<file path="src/lbc_pkg.sv">
// constants and types for the local bus command controller
// Notes on behaviour
// RQ1 - memory data and code reads both raise the memory read command
// RQ2 - i/o read cycles raise the i/o read command
// RQ3 - memory write cycles raise the memory write command
// RQ4 - i/o write cycles raise the i/o write command
// RQ5 - acknowledge cycles raise irq acknowledge; the second one fetches the vector
// RQ6 - status 000 ack, 010 io rd, 011 io wr, 100 code, 110 data, 111 write
// RQ7 - count wait states, then pulse cycle done to end the bus cycle
// RQ8 - decoder gives fast or slow select; controller picks matching timing
// RQ9 - fast: reads 0/1 waits, writes 1/2, command delay 1, float 2
// RQ10 - slow: 1/2 waits, command delay 2, read float 4
// RQ11 - slow rom reads hold the read command four double clock periods
// RQ12 - request next address during consecutive rom accesses
// RQ13 - first rom cycle after idle is unpipelined
// RQ14 - cycle after the last rom access counts as pipelined; the code does so only while half width bus is low
// RQ15 - memory read command drives every rom output enable
// RQ16 - sram write enables are write command gated by latched byte enables
// RQ17 - everything registered on double clock, idle after reset
// RQ18 - address latch strobe active at start of every cycle
// RQ19 - transceiver direction is latched write_not_read; enable is active low
// RQ20 - never request next address while half width bus is asserted
package lbc_pkg;
   // ***********************************************
   // cycle status codes {mem_not_io,data_not_code,write_not_read}
   // ***********************************************
   localparam logic [2:0] ST_IRQ_ACK_CMD = 3'h0;
   localparam logic [2:0] ST_IORD = 3'h2;
   localparam logic [2:0] ST_IOWR = 3'h3;
   localparam logic [2:0] ST_CODE = 3'h4;
   localparam logic [2:0] ST_DATA = 3'h6;
   localparam logic [2:0] ST_MWR = 3'h7;
   // ***********************************************
   // timing in double clock periods; wait state counts in processor clocks
   // ***********************************************
   localparam logic [3:0] FAST_RD_WS_PIPE = 4'h0;
   localparam logic [3:0] FAST_RD_WS_UNPIPE = 4'h1;
   localparam logic [3:0] FAST_WR_WS_PIPE = 4'h1;
   localparam logic [3:0] FAST_WR_WS_UNPIPE = 4'h2;
   localparam logic [3:0] SLOW_WS_PIPE = 4'h1;
   localparam logic [3:0] SLOW_WS_UNPIPE = 4'h2;
   localparam logic [3:0] FAST_CMD_DLY = 4'h1;
   localparam logic [3:0] SLOW_CMD_DLY = 4'h2;
   localparam logic [3:0] FAST_FLOAT = 4'h2;
   localparam logic [3:0] SLOW_FLOAT = 4'h4;
   localparam logic [3:0] ROM_RD_WIDTH = 4'h4;
   // double clock periods per processor clock (one wait state)
   localparam logic [3:0] DOUBLE_CLOCK_PER_T = 4'h2;
   // base cycle: two processor clocks
   localparam logic [3:0] BASE_DOUBLE_CLOCK = 4'h4;
   typedef enum logic [1:0] {
      S_IDLE = 2'b00,
      S_CYCLE = 2'b01,
      S_FLOAT = 2'b10
   } state_t;
endpackage

</file>
<file path="src/lbc_ctrl.sv">
// bus cycle controller and command strobe generator
`timescale 1ns/1ns
module lbc_ctrl
   import lbc_pkg::*;
(
   input wire logic CLK,
   input wire logic SYS_RST,
   input wire logic ADS_N,
   input wire logic [2:0] STATUS,
   input wire logic FAST_SELECT,
   input wire logic SLOW_SELECT,
   input wire logic ROM_SELECT,
   input wire logic HALF_WIDTH_BUS,
   input wire logic [3:0] BYTE_LANE_ENABLES_N,
   output logic MEM_READ_CMD_N,
   output logic IO_READ_CMD_N,
   output logic MEM_WRITE_CMD_N,
   output logic IO_WRITE_CMD_N,
   output logic IRQ_ACK_CMD_N,
   output logic CYCLE_DONE_N,
   output logic NEXT_ADDR_REQ_N,
   output logic ADDR_LATCH,
   output logic XCVR_DIRECTION,
   output logic XCVR_ENABLE_N,
   output logic ROM_OE_N,
   output logic [3:0] SRAM_WE_N,
   output logic SRAM_OE_N
);
   // ***********************************************
   // decode and timing selection
   // ***********************************************
   state_t state_q, state_d;
   logic [2:0] st_q;
   logic rom_q, pipe_q, float_slow_q;
   logic [3:0] cnt_q, be_n_q, cmd_hi_q, cmd_lo_q;
   logic mrd_q, iord_q, mwr_q, iowr_q, irq_ack_cmd_q;
   logic start;
   logic is_read, is_write, known;
   logic [3:0] ws_sel, len_sel, dly_sel, hi_sel, end_sel;
   logic cmd_on, last;

   // number of double clock periods for a given wait count
   function automatic logic [3:0] cyc_len(input logic [3:0] ws);
      cyc_len = 4'(BASE_DOUBLE_CLOCK + 4'(ws * DOUBLE_CLOCK_PER_T));
   endfunction

   assign start = !ADS_N && (state_q != S_CYCLE);
   // RQ6 status decode
   assign known = (STATUS == ST_IRQ_ACK_CMD) || (STATUS == ST_IORD) ||
      (STATUS == ST_IOWR) || (STATUS == ST_CODE) ||
      (STATUS == ST_DATA) || (STATUS == ST_MWR);
   assign is_write = STATUS[0];
   assign is_read = !STATUS[0];
   // RQ8 RQ9 RQ10 wait profile; RQ13 RQ14 pipelined flag from history
   assign ws_sel = SLOW_SELECT ?
      (pipe_q ? SLOW_WS_PIPE : SLOW_WS_UNPIPE) :
      is_write ? (pipe_q ? FAST_WR_WS_PIPE : FAST_WR_WS_UNPIPE) :
      (pipe_q ? FAST_RD_WS_PIPE : FAST_RD_WS_UNPIPE);
   assign len_sel = cyc_len(ws_sel);
   assign dly_sel = SLOW_SELECT ? SLOW_CMD_DLY : FAST_CMD_DLY;
   // command opens after the delay; the slower profile opens one later
   assign hi_sel = 4'(len_sel - dly_sel + 4'h1);
   // RQ11 slow rom reads hold the read strobe exactly four periods
   assign end_sel = (SLOW_SELECT && ROM_SELECT && is_read) ?
      4'(hi_sel - ROM_RD_WIDTH) : 4'h1;
   assign last = (state_q == S_CYCLE) && (cnt_q == 4'h1);
   // strobe stands while the count lies inside the latched window
   assign cmd_on = (state_q == S_CYCLE) && (cnt_q <= cmd_hi_q) &&
      (cnt_q > cmd_lo_q);

   // ***********************************************
   // state machine
   // ***********************************************
   always_comb begin
      state_d = state_q;
      case (state_q)
         S_IDLE: begin
            if (start) state_d = S_CYCLE;
         end
         S_CYCLE: begin
            if (last) state_d = (float_slow_q || !st_q[0]) ?
               S_FLOAT : S_IDLE;
         end
         S_FLOAT: begin
            if (start) state_d = S_CYCLE;
            else if (cnt_q == 4'h0) state_d = S_IDLE;
         end
         default: state_d = S_IDLE;
      endcase
   end

   // RQ17 registered state, reset to idle
   always_ff @(posedge CLK) begin
      if (SYS_RST) state_q <= S_IDLE;
      else state_q <= state_d;
   end

   // cycle bookkeeping: latch status, selects and byte lanes
   always_ff @(posedge CLK) begin
      if (SYS_RST) begin
         st_q <= 3'h5;
         cmd_hi_q <= 4'h0;
         cmd_lo_q <= 4'h0;
         rom_q <= 1'b0;
         be_n_q <= 4'hf;
         cnt_q <= 4'h0;
         float_slow_q <= 1'b0;
      end else if (start) begin
         st_q <= known ? STATUS : 3'h5;
         rom_q <= ROM_SELECT;
         be_n_q <= BYTE_LANE_ENABLES_N;
         // RQ7 whole cycle length loaded at cycle start
         cnt_q <= len_sel;
         // RQ9 RQ10 RQ11 command window within the cycle
         cmd_hi_q <= hi_sel;
         cmd_lo_q <= end_sel;
         float_slow_q <= SLOW_SELECT && is_read;
      end else if (last) begin
         cnt_q <= 4'(float_slow_q ? SLOW_FLOAT : FAST_FLOAT);
      end else if (cnt_q != 4'h0) begin
         cnt_q <= 4'(cnt_q - 4'h1);
      end
   end

   // RQ13 RQ14 pipeline history
   always_ff @(posedge CLK) begin
      if (SYS_RST) begin
         pipe_q <= 1'b0;
      end else if (start) begin
         pipe_q <= 1'b0;
      end else if (last) begin
         pipe_q <= rom_q && !HALF_WIDTH_BUS;
      end else if (state_q == S_IDLE) begin
         pipe_q <= 1'b0;
      end
   end

   // ***********************************************
   // command strobes, active low, all registered
   // ***********************************************
   always_ff @(posedge CLK) begin
      if (SYS_RST) begin
         mrd_q <= 1'b0;
         iord_q <= 1'b0;
         mwr_q <= 1'b0;
         iowr_q <= 1'b0;
         irq_ack_cmd_q <= 1'b0;
      end else begin
         // RQ1 RQ2 RQ3 RQ4 RQ5 strobe per cycle type
         mrd_q <= cmd_on && ((st_q == ST_CODE) || (st_q == ST_DATA));
         iord_q <= cmd_on && (st_q == ST_IORD);
         mwr_q <= cmd_on && (st_q == ST_MWR);
         iowr_q <= cmd_on && (st_q == ST_IOWR);
         irq_ack_cmd_q <= cmd_on && (st_q == ST_IRQ_ACK_CMD);
      end
   end

   // registered pin drivers
   always_ff @(posedge CLK) begin
      if (SYS_RST) begin
         MEM_READ_CMD_N <= 1'b1;
         IO_READ_CMD_N <= 1'b1;
         MEM_WRITE_CMD_N <= 1'b1;
         IO_WRITE_CMD_N <= 1'b1;
         IRQ_ACK_CMD_N <= 1'b1;
         ROM_OE_N <= 1'b1;
         SRAM_OE_N <= 1'b1;
         SRAM_WE_N <= 4'hf;
         CYCLE_DONE_N <= 1'b1;
         NEXT_ADDR_REQ_N <= 1'b1;
         ADDR_LATCH <= 1'b0;
         XCVR_DIRECTION <= 1'b0;
         XCVR_ENABLE_N <= 1'b1;
      end else begin
         MEM_READ_CMD_N <= !mrd_q;
         IO_READ_CMD_N <= !iord_q;
         MEM_WRITE_CMD_N <= !mwr_q;
         IO_WRITE_CMD_N <= !iowr_q;
         IRQ_ACK_CMD_N <= !irq_ack_cmd_q;
         // RQ15 rom output enable follows read command
         ROM_OE_N <= !mrd_q;
         SRAM_OE_N <= !mrd_q;
         // RQ16 byte qualified write enables
         SRAM_WE_N <= ~({4{mwr_q}} & ~be_n_q);
         // RQ7 cycle done on the final period
         CYCLE_DONE_N <= !(state_q == S_CYCLE && cnt_q == 4'h2);
         // RQ12 RQ20 next address during rom cycles, not half width
         NEXT_ADDR_REQ_N <= !(state_q == S_CYCLE && rom_q &&
            !HALF_WIDTH_BUS);
         // RQ18 latch strobe at cycle start
         ADDR_LATCH <= start;
         // RQ19 latched direction, enable during the cycle
         XCVR_DIRECTION <= (state_q == S_CYCLE) ? st_q[0] : XCVR_DIRECTION;
         XCVR_ENABLE_N <= !(state_q == S_CYCLE);
      end
   end

   // ***********************************************
   // checks
   // ***********************************************
   one_cmd_a: assert property (@(posedge CLK) disable iff (SYS_RST)
      $onehot0({mrd_q, iord_q, mwr_q, iowr_q, irq_ack_cmd_q}))
      else $error("two command strobes active"); // RQ6
   mrd_type_a: assert property (@(posedge CLK) disable iff (SYS_RST)
      mrd_q |-> (st_q == ST_CODE || st_q == ST_DATA))
      else $error("read command on wrong cycle"); // RQ1
   we_gate_a: assert property (@(posedge CLK) disable iff (SYS_RST)
      !SRAM_WE_N[0] |-> !MEM_WRITE_CMD_N && !be_n_q[0])
      else $error("write enable without lane"); // RQ16
   rom_oe_a: assert property (@(posedge CLK) disable iff (SYS_RST)
      ROM_OE_N == MEM_READ_CMD_N)
      else $error("rom enable differs from read"); // RQ15
   na_half_a: assert property (@(posedge CLK) disable iff (SYS_RST)
      HALF_WIDTH_BUS |=> NEXT_ADDR_REQ_N)
      else $error("next address with half width"); // RQ20
   done_bound_a: assert property (@(posedge CLK) disable iff (SYS_RST)
      start |-> ##[3:12] !CYCLE_DONE_N)
      else $error("cycle never completed"); // RQ7
   ale_start_a: assert property (@(posedge CLK) disable iff (SYS_RST)
      start |=> ADDR_LATCH)
      else $error("no address latch at start"); // RQ18
   io_wr_a: assert property (@(posedge CLK) disable iff (SYS_RST)
      iowr_q |-> st_q == ST_IOWR)
      else $error("io write on wrong cycle"); // RQ4
   reset_idle_a: assert property (@(posedge CLK)
      SYS_RST |=> state_q == S_IDLE)
      else $error("reset did not idle"); // RQ17
   rd_cov: cover property (@(posedge CLK) !MEM_READ_CMD_N);
   wr_cov: cover property (@(posedge CLK) !SRAM_WE_N[3]);
   ack_cov: cover property (@(posedge CLK) !IRQ_ACK_CMD_N);
   pipe_cov: cover property (@(posedge CLK) start && pipe_q);
endmodule // lbc_ctrl

</file>
<file path="config.mk">
export PLATFORM = sky130hd
export DESIGN_NAME = lbc_ctrl
export DESIGN_NICKNAME = d
export VERILOG_FILES = /design/src/lbc_pkg.sv /design/src/lbc_ctrl.sv
export SDC_FILE = /design/constraint.sdc
export NUM_CORES = 1
export LEC_CHECK = 0
export BUFFER_PORTS_ARGS = -buffer_cell sky130_fd_sc_hd__buf_4
export CAP_MARGIN = 20
export CORE_MARGIN = 1
export CORE_UTILIZATION = 40
export CTS_CLUSTER_SIZE = 14
export DETAILED_ROUTE_END_ITERATION = 8
export PLACE_DENSITY_LB_ADDON = 0.05
export SKIP_LAST_GASP = 1
export SLEW_MARGIN = 0
export SYNTH_ARGS = -nofsm -noshare
export SYNTH_HDL_FRONTEND = slang
export SYNTH_SLANG_ARGS = --single-unit
</file>
<file path="constraint.sdc">
create_clock -name CLK -period 1.8 [get_ports CLK]
set_input_delay 0.27 -clock CLK [delete_from_list [all_inputs] [get_ports CLK]]
set_output_delay 0.27 -clock CLK [all_outputs]
set_load 0.01 [all_outputs]
</file>
Word-level counts from Yosys, hierarchy flattened:

Index checks and enable logic that the tools add are counted.

* bitwise logic cells: 3
* reduce and logical (&&, ||, !) cells: 44
* muxes and demuxes: 19
* equal/unequal tests: 18
* add/sub/neg operators: 5
* order comparisons: 2

Operators with widths (number)
* == test 3 bit, second input constant: 6
* 2-to-1 mux 2 bit: 9
* logical AND 1 bit: 16
* 2-to-1 mux 4 bit: 4
* == test 3 x 2 -> 1 bit, second input constant: 4
* zero test 1 bit: 12
* NOT 4 bit: 2
* logical OR 1 bit: 7
* zero test 3 bit: 2
* 2-to-1 mux 3 bit: 2
* case mux 2 bit (3 select lines): 1
* adder 3 x 3 -> 4 bit, first input constant: 1
* adder 4 x 1 -> 4 bit, second input constant: 1
* AND 4 bit: 1
* == test 4 x 1 -> 1 bit, second input constant: 1
* == test 4 x 2 -> 1 bit, second input constant: 1
* > comparator 4 bit: 1
* <= comparator 4 bit: 1
* zero test 4 bit: 1
* != test 2 bit, second input constant: 2
* nonzero test 4 bit: 1
* subtractor 4 x 1 -> 4 bit, second input constant: 1
* subtractor 4 x 2 -> 4 bit: 1
* subtractor 4 x 3 -> 4 bit, second input constant: 1
* 10 further kinds: 12

* bits in registers: 43
* output and inout bits: 16
* input bits: 14
* logic and storage cells: 116

Depth between registers and ports, before layout:

* depth after elaboration: 8
* gate-level depth with buffers: 8
* gate-level depth less buffers: 8

Least setup slack after synthesis:

No wires, ideal clock.

* path type: register to register
* from: register cnt_q[1]
* to: register cnt_q[2]
* data arrival time: 1563 ps
* required time: 1697 ps
* clock period less this slack: 1666 ps
* setup slack: 134 ps
* library setup time: 103 ps
* path buffers: 1
* cell stages (with the launch flop): 8
* path through: dfxtp_1 > inv_1 > ha_1 > or3b_1 > buf_6 > mux2i_4 > a21oi_2 > a2111oi_2

* longest elaborated chain between the ends: 4
* elaborated cells on any way between the ends: 8
* those cells by class: add/sub: 1; eq/ne: 1; mux: 3; reduce/logical: 3

Ends and longest elaborated chain
* start, declared: line lbc_ctrl.sv:35 `logic [3:0] cnt_q, be_n_q, cmd_hi_q, cmd_lo_q;`
* start signal, assigned: line lbc_ctrl.sv:113 `cnt_q <= len_sel;`
* start signal, assigned: line lbc_ctrl.sv:119 `cnt_q <= 4'(float_slow_q ? SLOW_FLOAT : FAST_FLOAT);`
* start signal, assigned: line lbc_ctrl.sv:121 `cnt_q <= 4'(cnt_q - 4'h1);`
* subtractor 4 x 1 -> 4 bit / == test 4 x 1 -> 1 bit (equally long branches): line lbc_ctrl.sv:121, lbc_ctrl.sv:66
* 2-to-1 mux 4 bit / logical AND 1 bit (equally long branches): line lbc_ctrl.sv:120, lbc_ctrl.sv:66
* 2-to-1 mux 4 bit: line lbc_ctrl.sv:118 `end else if (last) begin`
* 2-to-1 mux 4 bit: line lbc_ctrl.sv:108 `end else if (start) begin`

Several ways; a longest one is shown, not always the timed one. The select of a mux whose other input is x is not followed.
A chain may end at the register's enable or synchronous reset.

Worst setup path after layout:

* from: register cnt_q[2]
* to: register iord_q

* longest elaborated chain between the ends: 4
* elaborated cells on any way between the ends: 5
* those cells by class: order compare: 2; reduce/logical: 3

Ends and longest elaborated chain
* <= comparator 4 bit: line lbc_ctrl.sv:68 `assign cmd_on = (state_q == S_CYCLE) && (cnt_q <= cmd_hi_q) &&`
* logical AND 1 bit: line lbc_ctrl.sv:68
* logical AND 1 bit (*): line lbc_ctrl.sv:68
* logical AND 1 bit (*): line lbc_ctrl.sv:151 `iord_q <= cmd_on && (st_q == ST_IORD);`
* end signal, assigned: line lbc_ctrl.sv:151
* end, declared: line lbc_ctrl.sv:36 `logic mrd_q, iord_q, mwr_q, iowr_q, irq_ack_cmd_q;`

Mark *: on every way between the ends. The rest lies on a longest branch, timed or not.

==> metrics.yaml <==
grt:
  grt_use_total_pct: 17.1
  grt_start_max_net_pins: 32
  grt_pass1_vias: 1459
  grt_overflow: 0
  grt_pass1_wl_um: 6710
  antenna_found_initial: 0
floorplanning:
  fp.dieH_um: 71.2
  core_mm2: 0.00447
  die_area_mm2: 0.00506
  die_w_um: 71.2
  num_rows: 24
  num_io_pins: 30
  start_util_pct: 42.8
pwr:
  cellLeakagePower_nw: 0.977
  ir_worst_vdd_uv: 617
  powerDensity_mw_per_mm2: 1160
synth:
  yosysWarnings: 0
  syn_inst: 210
  synth_top_area_share_pct: 45.0
  ys_ff_latch: 43
  synth_nets: 239
  synth.avg_cell_area_um2: 9.11
  yosysTopAreaCell: "dfxtp_1"
  syn_area_mm2: 0.00191
  synth_area_leaders: "dfxtp_1, ha_1, nand2_1"
  seq_area_frac_synth_pct: 45.0
  synth_cell_type_count: 45
setup_path:
  critical-path-top-delay-family: "compound AO/OA/AOI/OAI gates"
  crit_slowest_cell: "dfxtp_1"
  crit_chain: "ha_1 > a21oi_1 > o22ai_1 > o22a_1 > nor4b_1"
  crit_fanout: 6
  reg2reg_depth: 5
  worstPathArrival_ns: 1.87
  crit_type: "flip-flop to flip-flop"
  cp-start-kind: "flip-flop"
  crit_buf_inv: 0
  cpPeakStageDelay_ns: 0.46
  path_depth: 5
  critPathRequiredTime_ns: 2.00
  setup.worst_path.end_class: "flip-flop"
finish:
  regArea_um2: 862
  final_common_cell: "dfxtp_1"
  fin_util_pct: 51.9
  layout_common_cells: "dfxtp_1, buf_4, nand2_1, inv_1"
  num-nets-final: 273
  diodes: 0
  areaGrowthSynthToFinish_pct: 21.5
  fillers: 402
  multiInputGateArea_um2: 918
  drive_gt1_share_pct: 21.6
detailed_routing:
  wl_per_cell_um: 12.9
  drt-total-wl_um: 3840
  detail-route-antenna-nets: 0
  drtIter0Drc: 69
  num_vias: 1493
  remaining_drc_errors: 3
  dr.pass1.iters: 6
  routed_via_density: 5.03
timing:
  hold_viol_final: 0
  rsz0062_at_grt: "no"
  relSlewSlack_pct: 63.7
  finalSetupTns_ns: 0
  finalClockSkew_ns: 0.00625
  slew_violations: 0
  whs_ns: 0.186
  min_period_over_period_pct: 93.1
  fmax_mhz: 597
  worst_slew_pin_slew_ns: 0.545
  setup_violations: 0
  fin_crit_ns: 1.68
placed_design:
  portBuffers: 28
  gp_congestion: 0.775
  dp.final_hpwl_um: 2810
cts:
  cts_tree: "yes"
  clk_pin_slew_ns: 0.08
  clkSinkCount: 43
  clk_latency_ns: 0.29
  clockRootBuffer: "clkbuf_8"
  ctsHoldBuffers: 0
  cts_buffers: 5
  htree_levels: 2
  cts_buffer_depth: 2
flow_run:
  max-cap-violations: 0
outcome:
  status: "complete, but fails checks"
  violations: "design-rule violations"
hold_path:
  min_path_cells: 3
  hp-class: "primary input to flip-flop"
-- cell type report --
class	instances	area share, %
Clock buffer	6	3.12
Clock inverter	2	2.58
Inverter	20	3.23
Multi-Input combinational cell	138	39.5
Sequential cell	43	37.1
Tap cell	52	2.80
Timing Repair Buffer	36	11.6
-- layer usage --
layer / GRT usage, % / vias up / wire length, um
met5: 0 / - / 0
met4: 6.67 / 0 / 62
met3: 4.27 / 5 / 150
met2: 27.3 / 36 / 1730
met1: 22.4 / 683 / 1900
li1: - / 769 / -
-- state kept, by name, indices dropped and copies added, names as in the netlist, 2 cells and up --
register	flops
state_q	2
cmd_lo_q	4
cnt_q	4
st_q	3
be_n_q	4
cmd_hi_q	4
SRAM_WE_N	4
-- path summary, 6_finish.rpt --
path / from / endpoint / slack, ns
worst max register to register: cnt_q[2] / iord_q / 0.12
worst min register to register: mrd_q / SRAM_OE_N / 0.38
worst min-delay path: BYTE_LANE_ENABLES_N[1] / be_n_q[1] / 0.19
worst max-delay path: cnt_q[2] / iord_q / 0.12
-- synthesized netlist by cell type (all sizes together) --
library cell / n
a211o: 1
a21oi: 15
or3: 1
xor2: 1
a2111oi: 1
nand2: 27
nand3b: 7
a31oi: 1
a211oi: 1
clkbuf: 3
o22a: 2
dfxtp: 43
a311oi: 1
nor4: 2
ha: 15
nand3: 3
a22oi: 3
o22ai: 1
nor4b: 1
nand4: 1
or3b: 1
xnor2: 1
nor3b: 2
o21ai: 1
nor4bb: 1
nor3: 9
a2bb2oi: 1
o21a: 1
and2b: 1
nor2b: 2
nand2b: 13
or4: 1
mux2i: 3
nor2: 16
a21o: 1
inv: 20
buf: 6
-- report_power, final --
group | total (mW) | internal (mW) | switching, mW
clock | 0.879 | 0.554 | 0.325
combinational | 0.732 | 0.330 | 0.402
sequential | 1.09 | 1.03 | 0.0655
-- cell families (layout without fill, tap and decap cells) --
logic type	after synthesis	after routing	share of synthesized area [%]
and+or+nand+nor	88	88	24.5
DFF	43	43	45.0
AOI/OAI and AO/OA	30	30	10.6
buffers and inverters	29	64	7.00
adders and majority gates	15	15	9.81
muxes	3	3	2.22
xor gates and xnor gates	2	2	0.916
-- per-stage QoR --
| step | std cells | power [mW] | setup slack, ns | area [um2] |
|---|---|---|---|---|
| 6_report | 297 | 2.70 | 0.125 | 2320 |
| 5_1_grt | 297 | 2.86 | 0.00314 | 2320 |
| 4_1_cts | 296 | 2.72 | 0.0672 | 2310 |
| 3_5_place_dp | 288 | 1.83 | 0.0890 | 2180 |
| 3_3_place_gp | 288 | 1.81 | 0.150 | 2180 |
| 2_1_floorplan | 210 | 1.64 | 0.134 | 1910 |
-- timing repair --
item,4_1_cts,5_1_grt
gates resized for setup,0,1
hold endpoints to repair,0,0
buffers inserted,0,1
setup endpoints to repair,0,1
-- worst register-to-register path: stages (launching register included) --
cell	delay, ns
dfxtp_1	0.46
ha_1	0.29
a21oi_1	0.15
o22ai_1	0.09
o22a_1	0.25
nor4b_1	0.33
Power figures use the tool's default switching activity.
